==> src/rtl/gdrv_defines.svh <==
`ifndef GDRV_DEFINES_SVH
`define GDRV_DEFINES_SVH
// Clock period and counter width
`define CLK_PERIOD_NS 4
`define TMR_W 24
// Register byte offsets
`define CTRL_OFS 8'h00
`define STAT_OFS 8'h04
`define MODE_OFS 8'h08
// Control register field positions
`define CTRL_CLR 0
`define CTRL_WREP 1
`define CTRL_GDIS 2
`define CTRL_SDIS 3
`define CTRL_SEL 4
`define CTRL_TRIP 8
// Reset values and fixed settings of the pin-configured variant
`define SEL_RST 2'h0
`define TRIP_RST 8'h80
`define HW_TRIP_CODE 8'h80
`define HW_SEL 2'h1
// Times in ns
`define DEGLITCH_NS 4000
`define GATE_TIMEOUT_NS 4000
`define RETRY_NS 4000000
`define SLEEP_NS 100000
`define WAKE_NS 1000000
`define RST_WIN_NS 20000
// Least times round up, longest times round down
`define CYC_UP(ns) (((ns) + `CLK_PERIOD_NS - 1) / `CLK_PERIOD_NS)
`define CYC_DN(ns) ((ns) / `CLK_PERIOD_NS)
`endif

==> src/rtl/gdrv_pkg.sv <==
package gdrv_pkg;
	// Power modes, one-hot
	typedef enum logic [3:0] {
		MODE_SLEEP = 4'h1,
		MODE_WAKING = 4'h2,
		MODE_OPER = 4'h4,
		MODE_SHUTDOWN = 4'h8
	} mode_t;
	// Register decode result
	typedef enum logic [1:0] {
		RS_CTRL = 2'h0,
		RS_STAT = 2'h1,
		RS_MODE = 2'h2,
		RS_NONE = 2'h3
	} reg_sel_t;
	// Software configuration
	typedef struct packed {
		logic [7:0] trip;
		logic [1:0] sel;
		logic sen_dis;
		logic gdf_dis;
		logic warn_rep;
	} cfg_t;
	// Fault and status flags
	typedef struct packed {
		logic [5:0] gate_voltage_flags;
		logic [2:0] phase_oc;
		logic uvlo;
		logic warn;
		logic tsd_flag;
		logic tsd_active;
		logic gate_drive_fault;
		logic sense_oc;
		logic sense_stop;
	} flags_t;
endpackage : gdrv_pkg

==> src/rtl/deglitch_timer.sv <==
`timescale 1ns/1ps
`include "gdrv_defines.svh"
module deglitch_timer
	import gdrv_pkg::*;
#(
	parameter int unsigned LIMIT = 1
) (
	input wire logic clock, // System clock
	input wire logic srst, // Synchronous reset
	input wire logic cond, // Condition under watch
	output logic hit // Condition held longer than LIMIT cycles
);
	// Counter plus flag
	typedef struct packed {
		logic [`TMR_W-1:0] cnt;
		logic hit;
	} tmr_t;
	tmr_t state;
	tmr_t next_state;

	// Any gap in the condition restarts the count
	always_comb
	begin
		next_state = state;
		if (!cond)
		begin
			next_state = '0;
		end
		else if (state.cnt == LIMIT[`TMR_W-1:0])
		begin
			next_state.hit = 1'b1;
		end
		else
		begin
			next_state.cnt = state.cnt + `TMR_W'(1);
		end
	end

	// State register
	always_ff @(posedge clock)
	begin
		if (srst)
			state <= '0;
		else
			state <= next_state;
	end

	assign hit = state.hit;
endmodule : deglitch_timer

==> src/rtl/enable_monitor.sv <==
`timescale 1ns/1ps
`include "gdrv_defines.svh"
module enable_monitor
	import gdrv_pkg::*;
#(
	parameter int unsigned RST_WIN = 1,
	parameter int unsigned SLEEP_CYC = 1,
	parameter int unsigned WAKE_CYC = 1
) (
	input wire logic clock, // System clock
	input wire logic srst, // Synchronous reset
	input wire logic enable, // Effective enable level
	output logic rst_pulse, // Short low pulse seen, one cycle
	output logic past_win, // Low longer than the reset window
	output logic sleep_due, // Low for the sleep delay
	output logic wake_done // High for the wake delay
);
	typedef struct packed {
		logic en_q;
		logic [`TMR_W-1:0] low_cnt;
		logic [`TMR_W-1:0] high_cnt;
		logic pulse;
		logic past_win;
		logic sleep_due;
		logic wake_done;
	} mon_t;
	mon_t state;
	mon_t next_state;

	// Low and high time measurement, saturating
	always_comb
	begin
		next_state = state;
		next_state.en_q = enable;
		next_state.pulse = 1'b0;
		if (enable)
		begin
			next_state.low_cnt = '0;
			next_state.past_win = 1'b0;
			next_state.sleep_due = 1'b0;
			// Rising edge ends a pulse only inside the window
			next_state.pulse = !state.en_q && !state.past_win;
			if (!state.wake_done)
				next_state.high_cnt = state.high_cnt + `TMR_W'(1);
			next_state.wake_done = (state.high_cnt >= WAKE_CYC[`TMR_W-1:0]);
		end
		else
		begin
			next_state.high_cnt = '0;
			next_state.wake_done = 1'b0;
			if (!state.sleep_due)
				next_state.low_cnt = state.low_cnt + `TMR_W'(1);
			next_state.past_win = (state.low_cnt >= RST_WIN[`TMR_W-1:0]);
			next_state.sleep_due = (state.low_cnt >= SLEEP_CYC[`TMR_W-1:0]);
		end
	end

	// State register; enable assumed high out of reset
	always_ff @(posedge clock)
	begin
		if (srst)
		begin
			state <= '0;
			state.en_q <= 1'b1;
		end
		else
			state <= next_state;
	end

	assign rst_pulse = state.pulse;
	assign past_win = state.past_win;
	assign sleep_due = state.sleep_due;
	assign wake_done = state.wake_done;
endmodule : enable_monitor

==> src/rtl/gate_driver_fault_and_mode_ctrl.sv <==
// The implementer's own choices: the address map and the APB interface to the registers.
`timescale 1ns/1ps
`include "gdrv_defines.svh"
// Behaviour
// - Sense trip needs level held past deglitch
// - Pin variant: fixed 1 V, 4 us, retry
// - Serial variant: trip level, four responses
// - Mode 00: stop, latch until clear
// - Mode 01: stop, release after retry interval
// - Mode 10: report only, latch until clear
// - Mode 11 or disable bit: ignore sense
// - Gate not slewed before timeout flags fault
// - Gate fault stops drive, latches flags
// - Gate fault needs clear and condition gone
// - Gate fault disable suppresses it entirely
// - Thermal warning flag with hysteresis, no action
// - Warning reaches fault pin when report set
// - Thermal shutdown stops drive and charge pump
// - Shutdown flag sticky until clear, always on
// - Enable low past sleep delay: sleep
// - Enable high wakes; inputs after wake delay
// - Sleep or undervoltage: gates pulled off
// - Fault pin low during power transitions
// - Operating mode latches hardware configuration
// - Floating enable counts as high
// - Clear by bit or short enable pulse
// - Enable pulse clears only latched faults
// - Summary flag is OR, mirrors pin
module gate_driver_fault_and_mode_ctrl
	import gdrv_pkg::*;
#(
	parameter int unsigned RETRY_CYC = `CYC_UP(`RETRY_NS),
	parameter int unsigned SLEEP_CYC = `CYC_UP(`SLEEP_NS),
	parameter int unsigned WAKE_CYC = `CYC_DN(`WAKE_NS),
	parameter int unsigned RST_WIN_CYC = `CYC_DN(`RST_WIN_NS)
) (
	input wire logic clock, // 250 MHz clock
	input wire logic srst, // Synchronous reset, active high
	input wire logic [7:0] paddr, // APB address
	input wire logic psel, // APB select
	input wire logic penable, // APB access phase
	input wire logic pwrite, // APB direction
	input wire logic [31:0] pwdata, // APB write data
	output logic [31:0] prdata, // APB read data
	output logic pready, // APB ready
	output logic pslverr, // APB error, unmapped address
	input wire logic enable_pin, // Enable pin level
	input wire logic enable_float, // Enable pin undriven
	input wire logic variant_strap, // High for pin-configured variant
	input wire logic vm_uvlo, // Supply undervoltage
	input wire logic [2:0][7:0] sense_sample, // Sense input per phase
	input wire logic [5:0] gate_cmd, // Commanded gate states
	input wire logic [5:0] gate_level, // Observed gate states
	input wire logic temp_warn_over, // Above warning trip
	input wire logic temp_warn_under_hys, // Below warning hysteresis
	input wire logic temp_sd_over, // Above shutdown trip
	input wire logic temp_sd_under_hys, // Below shutdown hysteresis
	output logic [5:0] gate_drive, // Gate drive outputs
	output logic gate_pulls, // Internal gate pull resistors on
	output logic charge_pump_en, // Charge pump enable
	output logic logic_regulator_en, // Logic regulator enable
	output logic serial_en, // Register port active
	output logic inputs_ready, // Inputs accepted
	output logic fault_out_n, // Fault pin, active low
	output logic fault_summary // Summary fault flag
);
	localparam int unsigned DEG_CYC = `CYC_UP(`DEGLITCH_NS);
	localparam int unsigned GATE_CYC = `CYC_UP(`GATE_TIMEOUT_NS);

	// Whole block state
	typedef struct packed {
		mode_t mode;
		cfg_t cfg;
		flags_t flg;
		logic hw_variant;
		logic retry_run;
		logic [`TMR_W-1:0] retry_cnt;
		logic [5:0] gate_drive;
		logic drive_en;
		logic cp_en;
		logic reg_en;
		logic serial_en;
		logic pulls;
		logic fault_n;
		logic summary;
		logic pready;
		logic pslverr;
		logic [31:0] prdata;
	} state_t;
	state_t state;
	state_t next_state;

	logic enable_eff; // Enable after float handling
	logic mon_pulse; // Short enable pulse
	logic mon_past_win; // Enable low too long for a pulse
	logic mon_sleep; // Sleep delay reached
	logic mon_wake; // Wake delay reached
	logic [2:0] sense_hit_v; // Per-phase sense trips
	logic [5:0] gate_hit_v; // Per-gate timeouts
	logic sense_hit; // Any sense trip
	logic hw; // Pin variant
	logic [7:0] trip_eff; // Trip level in use
	logic [1:0] sel_eff; // Response in use
	logic sense_off; // Sense response off
	logic gdf_off; // Gate fault detection off
	logic clear; // Fault clear request
	logic apb_wr; // Write taking effect
	logic reported; // Any reported fault

	// Register address decode
	function automatic reg_sel_t reg_sel(input logic [7:0] a);
		case (a)
			`CTRL_OFS: reg_sel = RS_CTRL;
			`STAT_OFS: reg_sel = RS_STAT;
			`MODE_OFS: reg_sel = RS_MODE;
			default: reg_sel = RS_NONE;
		endcase
	endfunction : reg_sel

	// Undriven enable pin is pulled high internally
	assign enable_eff = enable_pin || enable_float;
	assign hw = state.hw_variant;
	// Pin variant ignores software settings
	assign trip_eff = hw ? `HW_TRIP_CODE : state.cfg.trip;
	assign sel_eff = hw ? `HW_SEL : state.cfg.sel;
	assign sense_off = (sel_eff == 2'h3) || (!hw && state.cfg.sen_dis);
	assign gdf_off = !hw && state.cfg.gdf_dis;
	assign sense_hit = |sense_hit_v;
	assign apb_wr = psel && penable && state.pready && pwrite;

	// Enable pin timing: pulse, window, sleep and wake delays
	enable_monitor #(
		.RST_WIN(RST_WIN_CYC),
		.SLEEP_CYC(SLEEP_CYC),
		.WAKE_CYC(WAKE_CYC)
	) u_enable_monitor (
		.clock(clock),
		.srst(srst),
		.enable(enable_eff),
		.rst_pulse(mon_pulse),
		.past_win(mon_past_win),
		.sleep_due(mon_sleep),
		.wake_done(mon_wake)
	);

	// Sense deglitch per phase, only while operating
	generate
		for (genvar i = 0; i < 3; i++)
		begin : g_sense
			deglitch_timer #(
				.LIMIT(DEG_CYC)
			) u_sense_deg (
				.clock(clock),
				.srst(srst),
				.cond(state.mode == MODE_OPER && !sense_off && sense_sample[i] > trip_eff),
				.hit(sense_hit_v[i])
			);
		end
		// Gate slew watchdog per gate, only while driving
		for (genvar j = 0; j < 6; j++)
		begin : g_gate
			deglitch_timer #(
				.LIMIT(GATE_CYC)
			) u_gate_tmo (
				.clock(clock),
				.srst(srst),
				.cond(state.drive_en && !gdf_off && state.gate_drive[j] != gate_level[j]),
				.hit(gate_hit_v[j])
			);
		end
	endgenerate

	// Next state: bus, faults, modes and outputs
	always_comb
	begin
		next_state = state;
		clear = mon_pulse;
		// Zero-wait answer: ready during every access phase
		next_state.pready = psel && !penable;
		next_state.pslverr = psel && !penable && reg_sel(paddr) == RS_NONE;
		next_state.prdata = 32'h0000_0000;
		if (psel && !penable)
		begin
			case (reg_sel(paddr))
				RS_CTRL: next_state.prdata = {16'h0000, state.cfg.trip, 2'h0, state.cfg.sel,
					state.cfg.sen_dis, state.cfg.gdf_dis, state.cfg.warn_rep, 1'b0};
				RS_STAT: next_state.prdata = {13'h0000, state.flg, state.retry_run,
					state.summary, state.hw_variant};
				RS_MODE: next_state.prdata = {28'h000_0000, state.mode};
				default: next_state.prdata = 32'h0000_0000;
			endcase
		end
		// Writes only while the register port is up
		if (apb_wr && state.serial_en && reg_sel(paddr) == RS_CTRL)
		begin
			next_state.cfg.trip = pwdata[`CTRL_TRIP +: 8];
			next_state.cfg.sel = pwdata[`CTRL_SEL +: 2];
			next_state.cfg.sen_dis = pwdata[`CTRL_SDIS];
			next_state.cfg.gdf_dis = pwdata[`CTRL_GDIS];
			next_state.cfg.warn_rep = pwdata[`CTRL_WREP];
			clear = clear || pwdata[`CTRL_CLR];
		end
		// Clears first so that a same-cycle set wins
		if (clear)
		begin
			if (!sense_hit && !state.retry_run)
			begin
				next_state.flg.sense_oc = 1'b0;
				next_state.flg.sense_stop = 1'b0;
			end
			if (!(|gate_hit_v))
			begin
				next_state.flg.gate_drive_fault = 1'b0;
				next_state.flg.gate_voltage_flags = 6'h00;
			end
			if (!state.flg.tsd_active)
				next_state.flg.tsd_flag = 1'b0;
			if (!vm_uvlo)
				next_state.flg.uvlo = 1'b0;
		end
		// Retry interval counts out, then the retry, sense and phase flags release
		if (state.retry_run)
		begin
			next_state.retry_cnt = state.retry_cnt + `TMR_W'(1);
			if (state.retry_cnt >= RETRY_CYC[`TMR_W-1:0] - `TMR_W'(1))
			begin
				next_state.retry_run = 1'b0;
				next_state.flg.sense_oc = 1'b0;
				next_state.flg.phase_oc = 3'h0;
			end
		end
		// Sense response by mode; no new event during retry
		if (sense_hit && !state.retry_run)
		begin
			case (sel_eff)
				2'h0:
				begin
					next_state.flg.sense_oc = 1'b1;
					next_state.flg.sense_stop = 1'b1;
				end
				2'h1:
				begin
					next_state.flg.sense_oc = 1'b1;
					next_state.flg.phase_oc = sense_hit_v;
					next_state.retry_run = 1'b1;
					next_state.retry_cnt = '0;
				end
				2'h2: next_state.flg.sense_oc = 1'b1;
				default: ;
			endcase
		end
		// Gate fault latch, or full suppression when disabled
		if (gdf_off)
		begin
			next_state.flg.gate_drive_fault = 1'b0;
			next_state.flg.gate_voltage_flags = 6'h00;
		end
		else if (|gate_hit_v)
		begin
			next_state.flg.gate_drive_fault = 1'b1;
			next_state.flg.gate_voltage_flags = state.flg.gate_voltage_flags | gate_hit_v;
		end
		// Thermal warning with hysteresis
		if (temp_warn_over)
			next_state.flg.warn = 1'b1;
		else if (temp_warn_under_hys)
			next_state.flg.warn = 1'b0;
		// Thermal shutdown; no setting can turn it off
		if (temp_sd_over)
		begin
			next_state.flg.tsd_active = 1'b1;
			next_state.flg.tsd_flag = 1'b1;
		end
		else if (temp_sd_under_hys)
			next_state.flg.tsd_active = 1'b0;
		if (vm_uvlo)
			next_state.flg.uvlo = 1'b1;
		// Power mode sequence from the enable pin
		case (state.mode)
			MODE_SLEEP:
				if (enable_eff)
					next_state.mode = MODE_WAKING;
			MODE_WAKING:
				if (!enable_eff)
					next_state.mode = MODE_SLEEP;
				else if (mon_wake && !vm_uvlo)
				begin
					next_state.mode = MODE_OPER;
					next_state.hw_variant = variant_strap;
				end
			MODE_OPER:
				// A short pulse never leaves this mode
				if (mon_past_win)
					next_state.mode = MODE_SHUTDOWN;
			MODE_SHUTDOWN:
				if (enable_eff)
					next_state.mode = MODE_WAKING;
				else if (mon_sleep)
					next_state.mode = MODE_SLEEP;
			default: next_state.mode = MODE_SLEEP;
		endcase
		// Reported faults; warning only when enabled for the pin
		reported = next_state.flg.sense_oc || next_state.flg.gate_drive_fault || next_state.flg.tsd_active
			|| vm_uvlo || (next_state.flg.warn && !next_state.hw_variant
			&& next_state.cfg.warn_rep);
		// Pin also held low while regulators ramp
		next_state.fault_n = !(reported || next_state.mode == MODE_WAKING
			|| next_state.mode == MODE_SHUTDOWN);
		next_state.summary = !next_state.fault_n;
		next_state.drive_en = next_state.mode == MODE_OPER && !vm_uvlo
			&& !next_state.flg.tsd_active && !next_state.flg.sense_stop
			&& !next_state.retry_run && !next_state.flg.gate_drive_fault;
		next_state.gate_drive = next_state.drive_en ? gate_cmd : 6'h00;
		next_state.cp_en = next_state.mode != MODE_SLEEP && !next_state.flg.tsd_active
			&& !vm_uvlo;
		next_state.reg_en = next_state.mode != MODE_SLEEP;
		next_state.serial_en = next_state.mode == MODE_OPER;
		next_state.pulls = next_state.mode == MODE_SLEEP || vm_uvlo;
	end

	// State register; reset lands in sleep with gates pulled off
	always_ff @(posedge clock)
	begin
		if (srst)
		begin
			state <= '0;
			state.mode <= MODE_SLEEP;
			state.cfg.trip <= `TRIP_RST;
			state.cfg.sel <= `SEL_RST;
			state.pulls <= 1'b1;
			state.fault_n <= 1'b1;
		end
		else
			state <= next_state;
	end

	assign prdata = state.prdata;
	assign pready = state.pready;
	assign pslverr = state.pslverr;
	assign gate_drive = state.gate_drive;
	assign gate_pulls = state.pulls;
	assign charge_pump_en = state.cp_en;
	assign logic_regulator_en = state.reg_en;
	assign serial_en = state.serial_en;
	assign inputs_ready = state.serial_en;
	assign fault_out_n = state.fault_n;
	assign fault_summary = state.summary;
endmodule : gate_driver_fault_and_mode_ctrl

==> config.mk <==
export PLATFORM = sky130hd
export DESIGN_NAME = gate_driver_fault_and_mode_ctrl
export DESIGN_NICKNAME = d
export VERILOG_FILES = /design/src/rtl/gdrv_pkg.sv /design/src/rtl/deglitch_timer.sv /design/src/rtl/enable_monitor.sv /design/src/rtl/gate_driver_fault_and_mode_ctrl.sv
export VERILOG_INCLUDE_DIRS = /design/src /design/src/rtl
export SDC_FILE = /design/constraint.sdc
export NUM_CORES = 1
export LEC_CHECK = 0
export CAP_MARGIN = 20
export CORE_MARGIN = 2
export CORE_UTILIZATION = 55
export DETAILED_ROUTE_END_ITERATION = 8
export DONT_BUFFER_PORTS = 1
export PLACE_DENSITY = 0.76
export SLEW_MARGIN = 20
export SYNTH_ARGS = -nofsm -noshare
export SYNTH_HDL_FRONTEND = slang
export SYNTH_SLANG_ARGS = --single-unit
export TNS_END_PERCENT = 1
==> constraint.sdc <==
create_clock -name clock -period 3.4 [get_ports clock]
set_input_delay 0 -clock clock [delete_from_list [all_inputs] [get_ports clock]]
set_output_delay 0 -clock clock [all_outputs]
set_load 0.02 [all_outputs]
* Word-level counts from Yosys, hierarchy flattened
Cells that the tools add are included.
** Cells by class
- $add $sub $neg :: 12
- $mul :: 0
- Div/mod/pow operators :: 0
- $lt $le $gt $ge :: 7
- Equality and inequality tests :: 33
- Shift-type cells :: 0
- Muxes and demuxes :: 46
- Bitwise operators :: 13
- Reduce and logical (&&, ||, !) cells :: 83
** Operators with widths (number)
- 24-bit by 1-bit adder with 24-bit output, second input constant :: 12
- 24-bit by 10-bit == test with 1-bit output, second input constant :: 9
- 25-bit two-way mux :: 3
- 19-bit one-hot mux with 3 select lines :: 1
- 1-bit logical AND :: 33
- 2-bit OR reduction :: 14
- 24-bit by 13-bit >= comparator with 1-bit output, second input constant :: 1
- 24-bit by 15-bit >= comparator with 1-bit output, second input constant :: 1
- 24-bit by 18-bit >= comparator with 1-bit output, second input constant :: 1
- 24-bit by 20-bit >= comparator with 1-bit output, second input constant :: 1
- 8-bit greater-than comparator :: 3
- 4-bit two-way mux :: 6
- 1-bit two-way mux :: 22
- 4-bit one-hot mux with 4 select lines :: 1
- 1-bit zero test :: 15
- 3-bit two-way mux :: 5
- 6-bit two-way mux :: 2
- 1-bit NOT :: 12
- 1-bit logical OR :: 10
- 2-bit == test, second input constant :: 4
- 4-bit by 1-bit == test with 1-bit output, second input constant :: 2
- 4-bit by 2-bit == test with 1-bit output, second input constant :: 2
- 4-bit by 3-bit == test with 1-bit output, second input constant :: 2
- 4-bit == test, second input constant :: 2
- 16 further kinds :: 30
** Storage, ports and cells
- Bits in registers :: 384
- Bits in latches :: 0
- Memory bits (writable) :: 0
- ROM bits :: 0
- Input port bits :: 89
- Output and inout port bits :: 47
- Logic and storage cells :: 248
- Memories kept :: 0

* Longest topological paths before layout
- Depth after elaboration :: 18
- Mapped depth :: 10
- Depth with buffers taken out :: 8

* Modules after synthesis
A second synthesis with hierarchy kept.
** Second synthesis, totals
- Cell total of the unflattened synthesis :: 2108
- Area total of the unflattened synthesis :: 18169.9 um^2
** Modules (own cells, without submodules)
- deglitch_timer :: instances 9, cells an instance 142, area an instance 1238.7 um^2, sequential area each 500.5 um^2
- gate_driver_fault_and_mode_ctrl :: instances 1, cells an instance 542, area an instance 4571.9 um^2, sequential area each 1861.8 um^2
- enable_monitor :: instances 1, cells an instance 288, area an instance 2449.8 um^2, sequential area each 1061.0 um^2

* Worst setup path before layout
Ideal clock, no wire load.
- Path type :: register to register
- Start point :: register state, in the netlist hw
- End point :: register g_sense[0].u_sense_deg.state, in the netlist g_sense[0].u_sense_deg.hit
- Library setup time :: 0.128 ns
- Data arrival time :: 2.377 ns
- Required time :: 3.272 ns
- Setup slack :: 0.895 ns
- Cell stages (with the launch flop) :: 11
- Path buffers :: 2
- Period minus slack after synthesis :: 2.505 ns
- Cell sequence :: dfxtp_1 > clkbuf_1 > nand2b_1 > ha_1 > nor2b_1 > o21a_1 > o21ai_1 > a21oi_1 > o31ai_1 > clkbuf_1 > nor2_1
** Between the ends
- Longest elaborated chain between the ends :: 8
- Elaborated cells between the ends (all ways) :: 12
- Those cells by class :: order compare: 1; eq/ne: 1; mux: 2; bitwise: 1; reduce/logical: 7
** Ends and longest elaborated chain
- start, declared :: line gate_driver_fault_and_mode_ctrl.sv:90 : state_t state;
- start signal, assigned :: line gate_driver_fault_and_mode_ctrl.sv:334 : state <= next_state;
- parallel branches: the longest is 5 deep, another holds 8-bit greater-than comparator
- 1-bit logical AND (*) :: line gate_driver_fault_and_mode_ctrl.sv:155 : .cond(state.mode == MODE_OPER && !sense_off && sense_sample[i] > trip_eff),
- 1-bit NOT (no source line) (*)
- 2-bit OR reduction (no source line) (*)
- end signal, assigned :: line deglitch_timer.sv:45 : state <= next_state;
- end, declared :: line deglitch_timer.sv:18 : tmr_t state;
Every way passes the cells marked *.
A chain may end at the register's enable or synchronous reset.

* Final worst setup path
- Start point :: input port paddr[4]
- End point :: register state[79] (netlist name)
** Between the ends
- Longest elaborated chain between the ends :: 6
- Elaborated cells between the ends (all ways) :: 8
- Those cells by class :: eq/ne: 2; mux: 2; reduce/logical: 4
** Ends and longest elaborated chain
- start, declared :: line gate_driver_fault_and_mode_ctrl.sv:39 : input wire logic [7:0] paddr,
- 8-bit by 4-bit == test with 1-bit output (tied with other cells) :: line gate_driver_fault_and_mode_ctrl.sv:112 : case (a)
- 2-bit one-hot mux with 3 select lines (*) :: line gate_driver_fault_and_mode_ctrl.sv:112
- 2-bit zero test (*) :: line gate_driver_fault_and_mode_ctrl.sv:194 : if (apb_wr && state.serial_en && reg_sel(paddr) == RS_CTRL)
- 1-bit logical AND (*) :: line gate_driver_fault_and_mode_ctrl.sv:194
- 1-bit two-way mux (*) :: line gate_driver_fault_and_mode_ctrl.sv:194
- 2-bit nonzero test (no source line) (*)
Mark *: on every way between the ends. The rest lies on a longest branch, timed or not.

==> impl_metrics.yaml <==
finish:
  drive_gt1_frac: 0.04702
  final_nets: 2086
  area_growth_pct: 11.99
  fin_cells: 2369
placement:
  dp.cells: 2245
  place_ws_ps: 884.4
  port_buffers: 0
  dp_hpwl_um: 23670
  gp_congestion: 0.8373
timing:
  period_minus_slack_ps: 3136
  finClkSkew_ps: 18.95
  max_clock_freq_mhz: 318.8
  setup_violations: 0
  hold_viol: 0
  rsz0062_at_grt: "no"
  period_share: 0.9225
  report.final.slew_viol_count: 0
  fin_ws_ps: 263.6
  slew_headroom: 0.4186
  fin_setup_tns_ps: 0
  tightest_slew_ps: 870.0
grt:
  antenna_found_initial: 1
  track_usage: 0.2164
  grtUsageMet2: 0.3708
  overflow: 0
  grt_first_pass_wirelength_um: 56940
  grt_max_degree: 30
  met3_usage: 0.03645
  grt_pass1_vias: 12280
  grtUsageMet1: 0.2782
  busiest_layer: "met2"
critical_path:
  critPathSlowestCell: "dlygate4sd3_1"
  crit_chain: "dlygate4sd3_1, or4_1, dlygate4sd3_1, nor2_4, a41oi_4, a21oi_1, dlygate4sd3_1, nor2_1, dlygate4sd3_1"
  cpMostUsedCell: "dlygate4sd3_1"
  cp_max_fo: 7
  startpoint_type: "input pin"
  slowest_delay_ps: 620
  critical_path_buf_inv_count: 4
  critical-path-top-delay-family: "buffers and inverters"
  arrival_ps: 3550
  cp-end-kind: "flip-flop"
  critPathKind: "in2reg"
  required_ps: 3820
logic_synthesis:
  synth_common_cells: "nor2_1 (419), dfxtp_1 (371), xor2_1 (172), nand2_1 (118), nand3_1 (97)"
  yosys-top-cells-area: "dfxtp_1 (44%), nor2_1 (9.4%), xor2_1 (9.0%)"
  syn_area_um2: 16700
  synth_cells: 1924
  ys.warnings.count: 0
  yosysMostFrequentCell: "nor2_1"
  yosysTopAreaCell: "dfxtp_1"
  ys.flop_type: "dfxtp_1"
  yosysUniqueCellTypes: 65
  ys_ff_latch: 371
  yosysSeqAreaShare: 0.4448
  synth_edf_count: 0
  syn_area_per_cell_um2: 8.679
  synthArstFlopShare: 0
  synth_top_area_frac: 0.4448
power:
  clkPwrFrac: 0.488
  p_total_w: 0.008933
  total_leakage_power_nw: 6.594
  irDropWorstVdd_mv: 0.3304
  power.density_cell_area_nw_per_um2: 477.7
  p_comb_frac: 0.021
  swShare: 0.2073
  seqPwrFrac: 0.491
  p_sw_w: 0.001852
  intPower_w: 0.007081
cts:
  htreeDepth: 2
  numCtsBuffers: 38
  cts_buffer_depth: 3
  cts_resized: 0
  cts_tree: "done"
  clock_latency_ps: 530
  cts.reportedPaths.clkPinSlew_ps: 60
  clock_sinks: 371
  cts_root_buf: "clkbuf_16"
routing:
  drc: 0
  vias: 12962
  firstDrtPassIters: 5
  drt_iter0_drc: 764
  wl_per_cell_um: 14.70
  drt-total-wl_um: 34830
  via_per_inst: 5.472
  antenna_left: 0
die:
  dieArea_um2: 31770
  ioPinCount: 136
  chipWidth_um: 178.2
  num_rows: 63
  start_util: 0.5604
  die_h_um: 178.2
  core_area_um2: 29800
outcome:
  status: "complete, no violations"
hold_path:
  hp-class: "in2reg"
job:
  cap_viol_max_count: 0
==> timing repair <==
action / 4_1_cts / 5_1_grt
hold endpoints to repair: 94 / 1
setup buffers: 0 / 0
hold buffers: 54 / 1
==> path summary, 6_finish.rpt <==
path                               from                         end  slack [ps]  depth (start not counted)
max                            paddr[4]                   state[79]         260                          9
min                   temp_sd_under_hys              charge_pump_en          20                          4
max reg2reg                inputs_ready                   state[79]         800                          6
min reg2reg  u_enable_monitor.state[52]  u_enable_monitor.rst_pulse         420                          1
==> logic make-up after synthesis <==
logic type | count (synthesis) | share of synthesized area
buffers and inverters | 143 | 0.04106
flip-flops | 371 | 0.4448
XOR/XNOR | 261 | 0.1369
other | 1 | 0.0002246
AND/OR/NAND/NOR | 949 | 0.2760
adder cells (fa/ha/maj) | 47 | 0.03522
AO/OA/AOI/OAI | 118 | 0.04503
multiplexers | 34 | 0.02076
==> worst reg2reg max path, stage by stage, from the launching register on <==
cell	delay, ps
dfxtp_1	590
and2_1	290
a41oi_4	230
a21oi_1	200
dlygate4sd3_1	590
nor2_1	40
dlygate4sd3_1	550
==> sequential cells by signal, summed over array words and instances (netlist names) <==
name                        cells
gate_pulls                      1
gate_drive                      6
fault_summary                   1
u_enable_monitor.state         49
pslverr                         1
u_enable_monitor.rst_pulse      1
logic_regulator_en              1
charge_pump_en                  1
u_enable_monitor.sleep_due      1
state                          59
inputs_ready                    1
hw                              1
u_enable_monitor.wake_done      1
u_enable_monitor.past_win       1
prdata                         19
pready                          1
g_gate.u_gate_tmo.state       144
g_gate.u_gate_tmo.hit           6
g_sense.u_sense_deg.state      72
fault_out_n                     1
g_sense.u_sense_deg.hit         3
==> cell usage in the layout (no fill, tap or decap), types with 6 or more instances in the layout <==
cell / netlist / final
xnor2_1: 89 / 89
and3_1: 60 / 60
and2_1: 14 / 14
o21ai_0: 22 / 22
clkinv_2: 0 / 7
nor3_1: 26 / 26
nor4b_1: 10 / 10
and4_1: 26 / 26
nor4_1: 41 / 41
bufinv_16: 0 / 6
mux2i_1: 29 / 29
buf_4: 39 / 6
nand2_1: 118 / 118
nand3_1: 97 / 97
clkbuf_16: 0 / 38
a21oi_1: 38 / 38
nand2b_1: 11 / 11
dlygate4sd3_1: 0 / 54
xor2_1: 172 / 172
ha_1: 47 / 47
nor2_1: 419 / 419
nor2b_1: 16 / 16
nand4_1: 65 / 65
o21ai_1: 13 / 13
conb_1: 1 / 13
a22oi_1: 10 / 10
dfxtp_1: 371 / 371
inv_1: 55 / 55
or3_1: 17 / 17
==> per-stage QoR <==
stage | cell area (um^2) | utilization | hold slack [ps]
after floorplan | 16740 | - | 103.6
after global placement | 16820 | 0.5644 | 74.30
after detailed placement | 16820 | 0.5644 | 75.56
after CTS | 18690 | 0.6272 | 14.61
after global routing | 18700 | 0.6275 | 49.14
final | 18700 | 0.6276 | 21.06
==> cell type report <==
type	count	area, um^2
Antenna cell	1	2.502
Clock buffer	47	1035
Clock inverter	21	286.5
Fill cell	2488	11100
Inverter	56	210.2
Multi-Input combinational cell	1422	8646
Sequential cell	371	7427
Tap cell	390	488.0
Timing Repair Buffer	61	605.6
==> routing by layer <==
layer  vias to the layer above  share of wire
met5                         -              0
met4                         0          0.025
met2                       269           0.47
met3                        66          0.051
li1                       6514              -
met1                      6113           0.45
==> power by group through the flow <==
stage	logic, W	registers [W]	clock network [W]
after global routing	0.000207	0.00439	0.00464
after floorplan	0.000123	0.00447	0
after global placement	0.000124	0.00448	0
final	0.000189	0.00439	0.00436
after detailed placement	0.000128	0.00448	0
after CTS	0.000184	0.00439	0.00445
(Power assumes the default switching activity.)
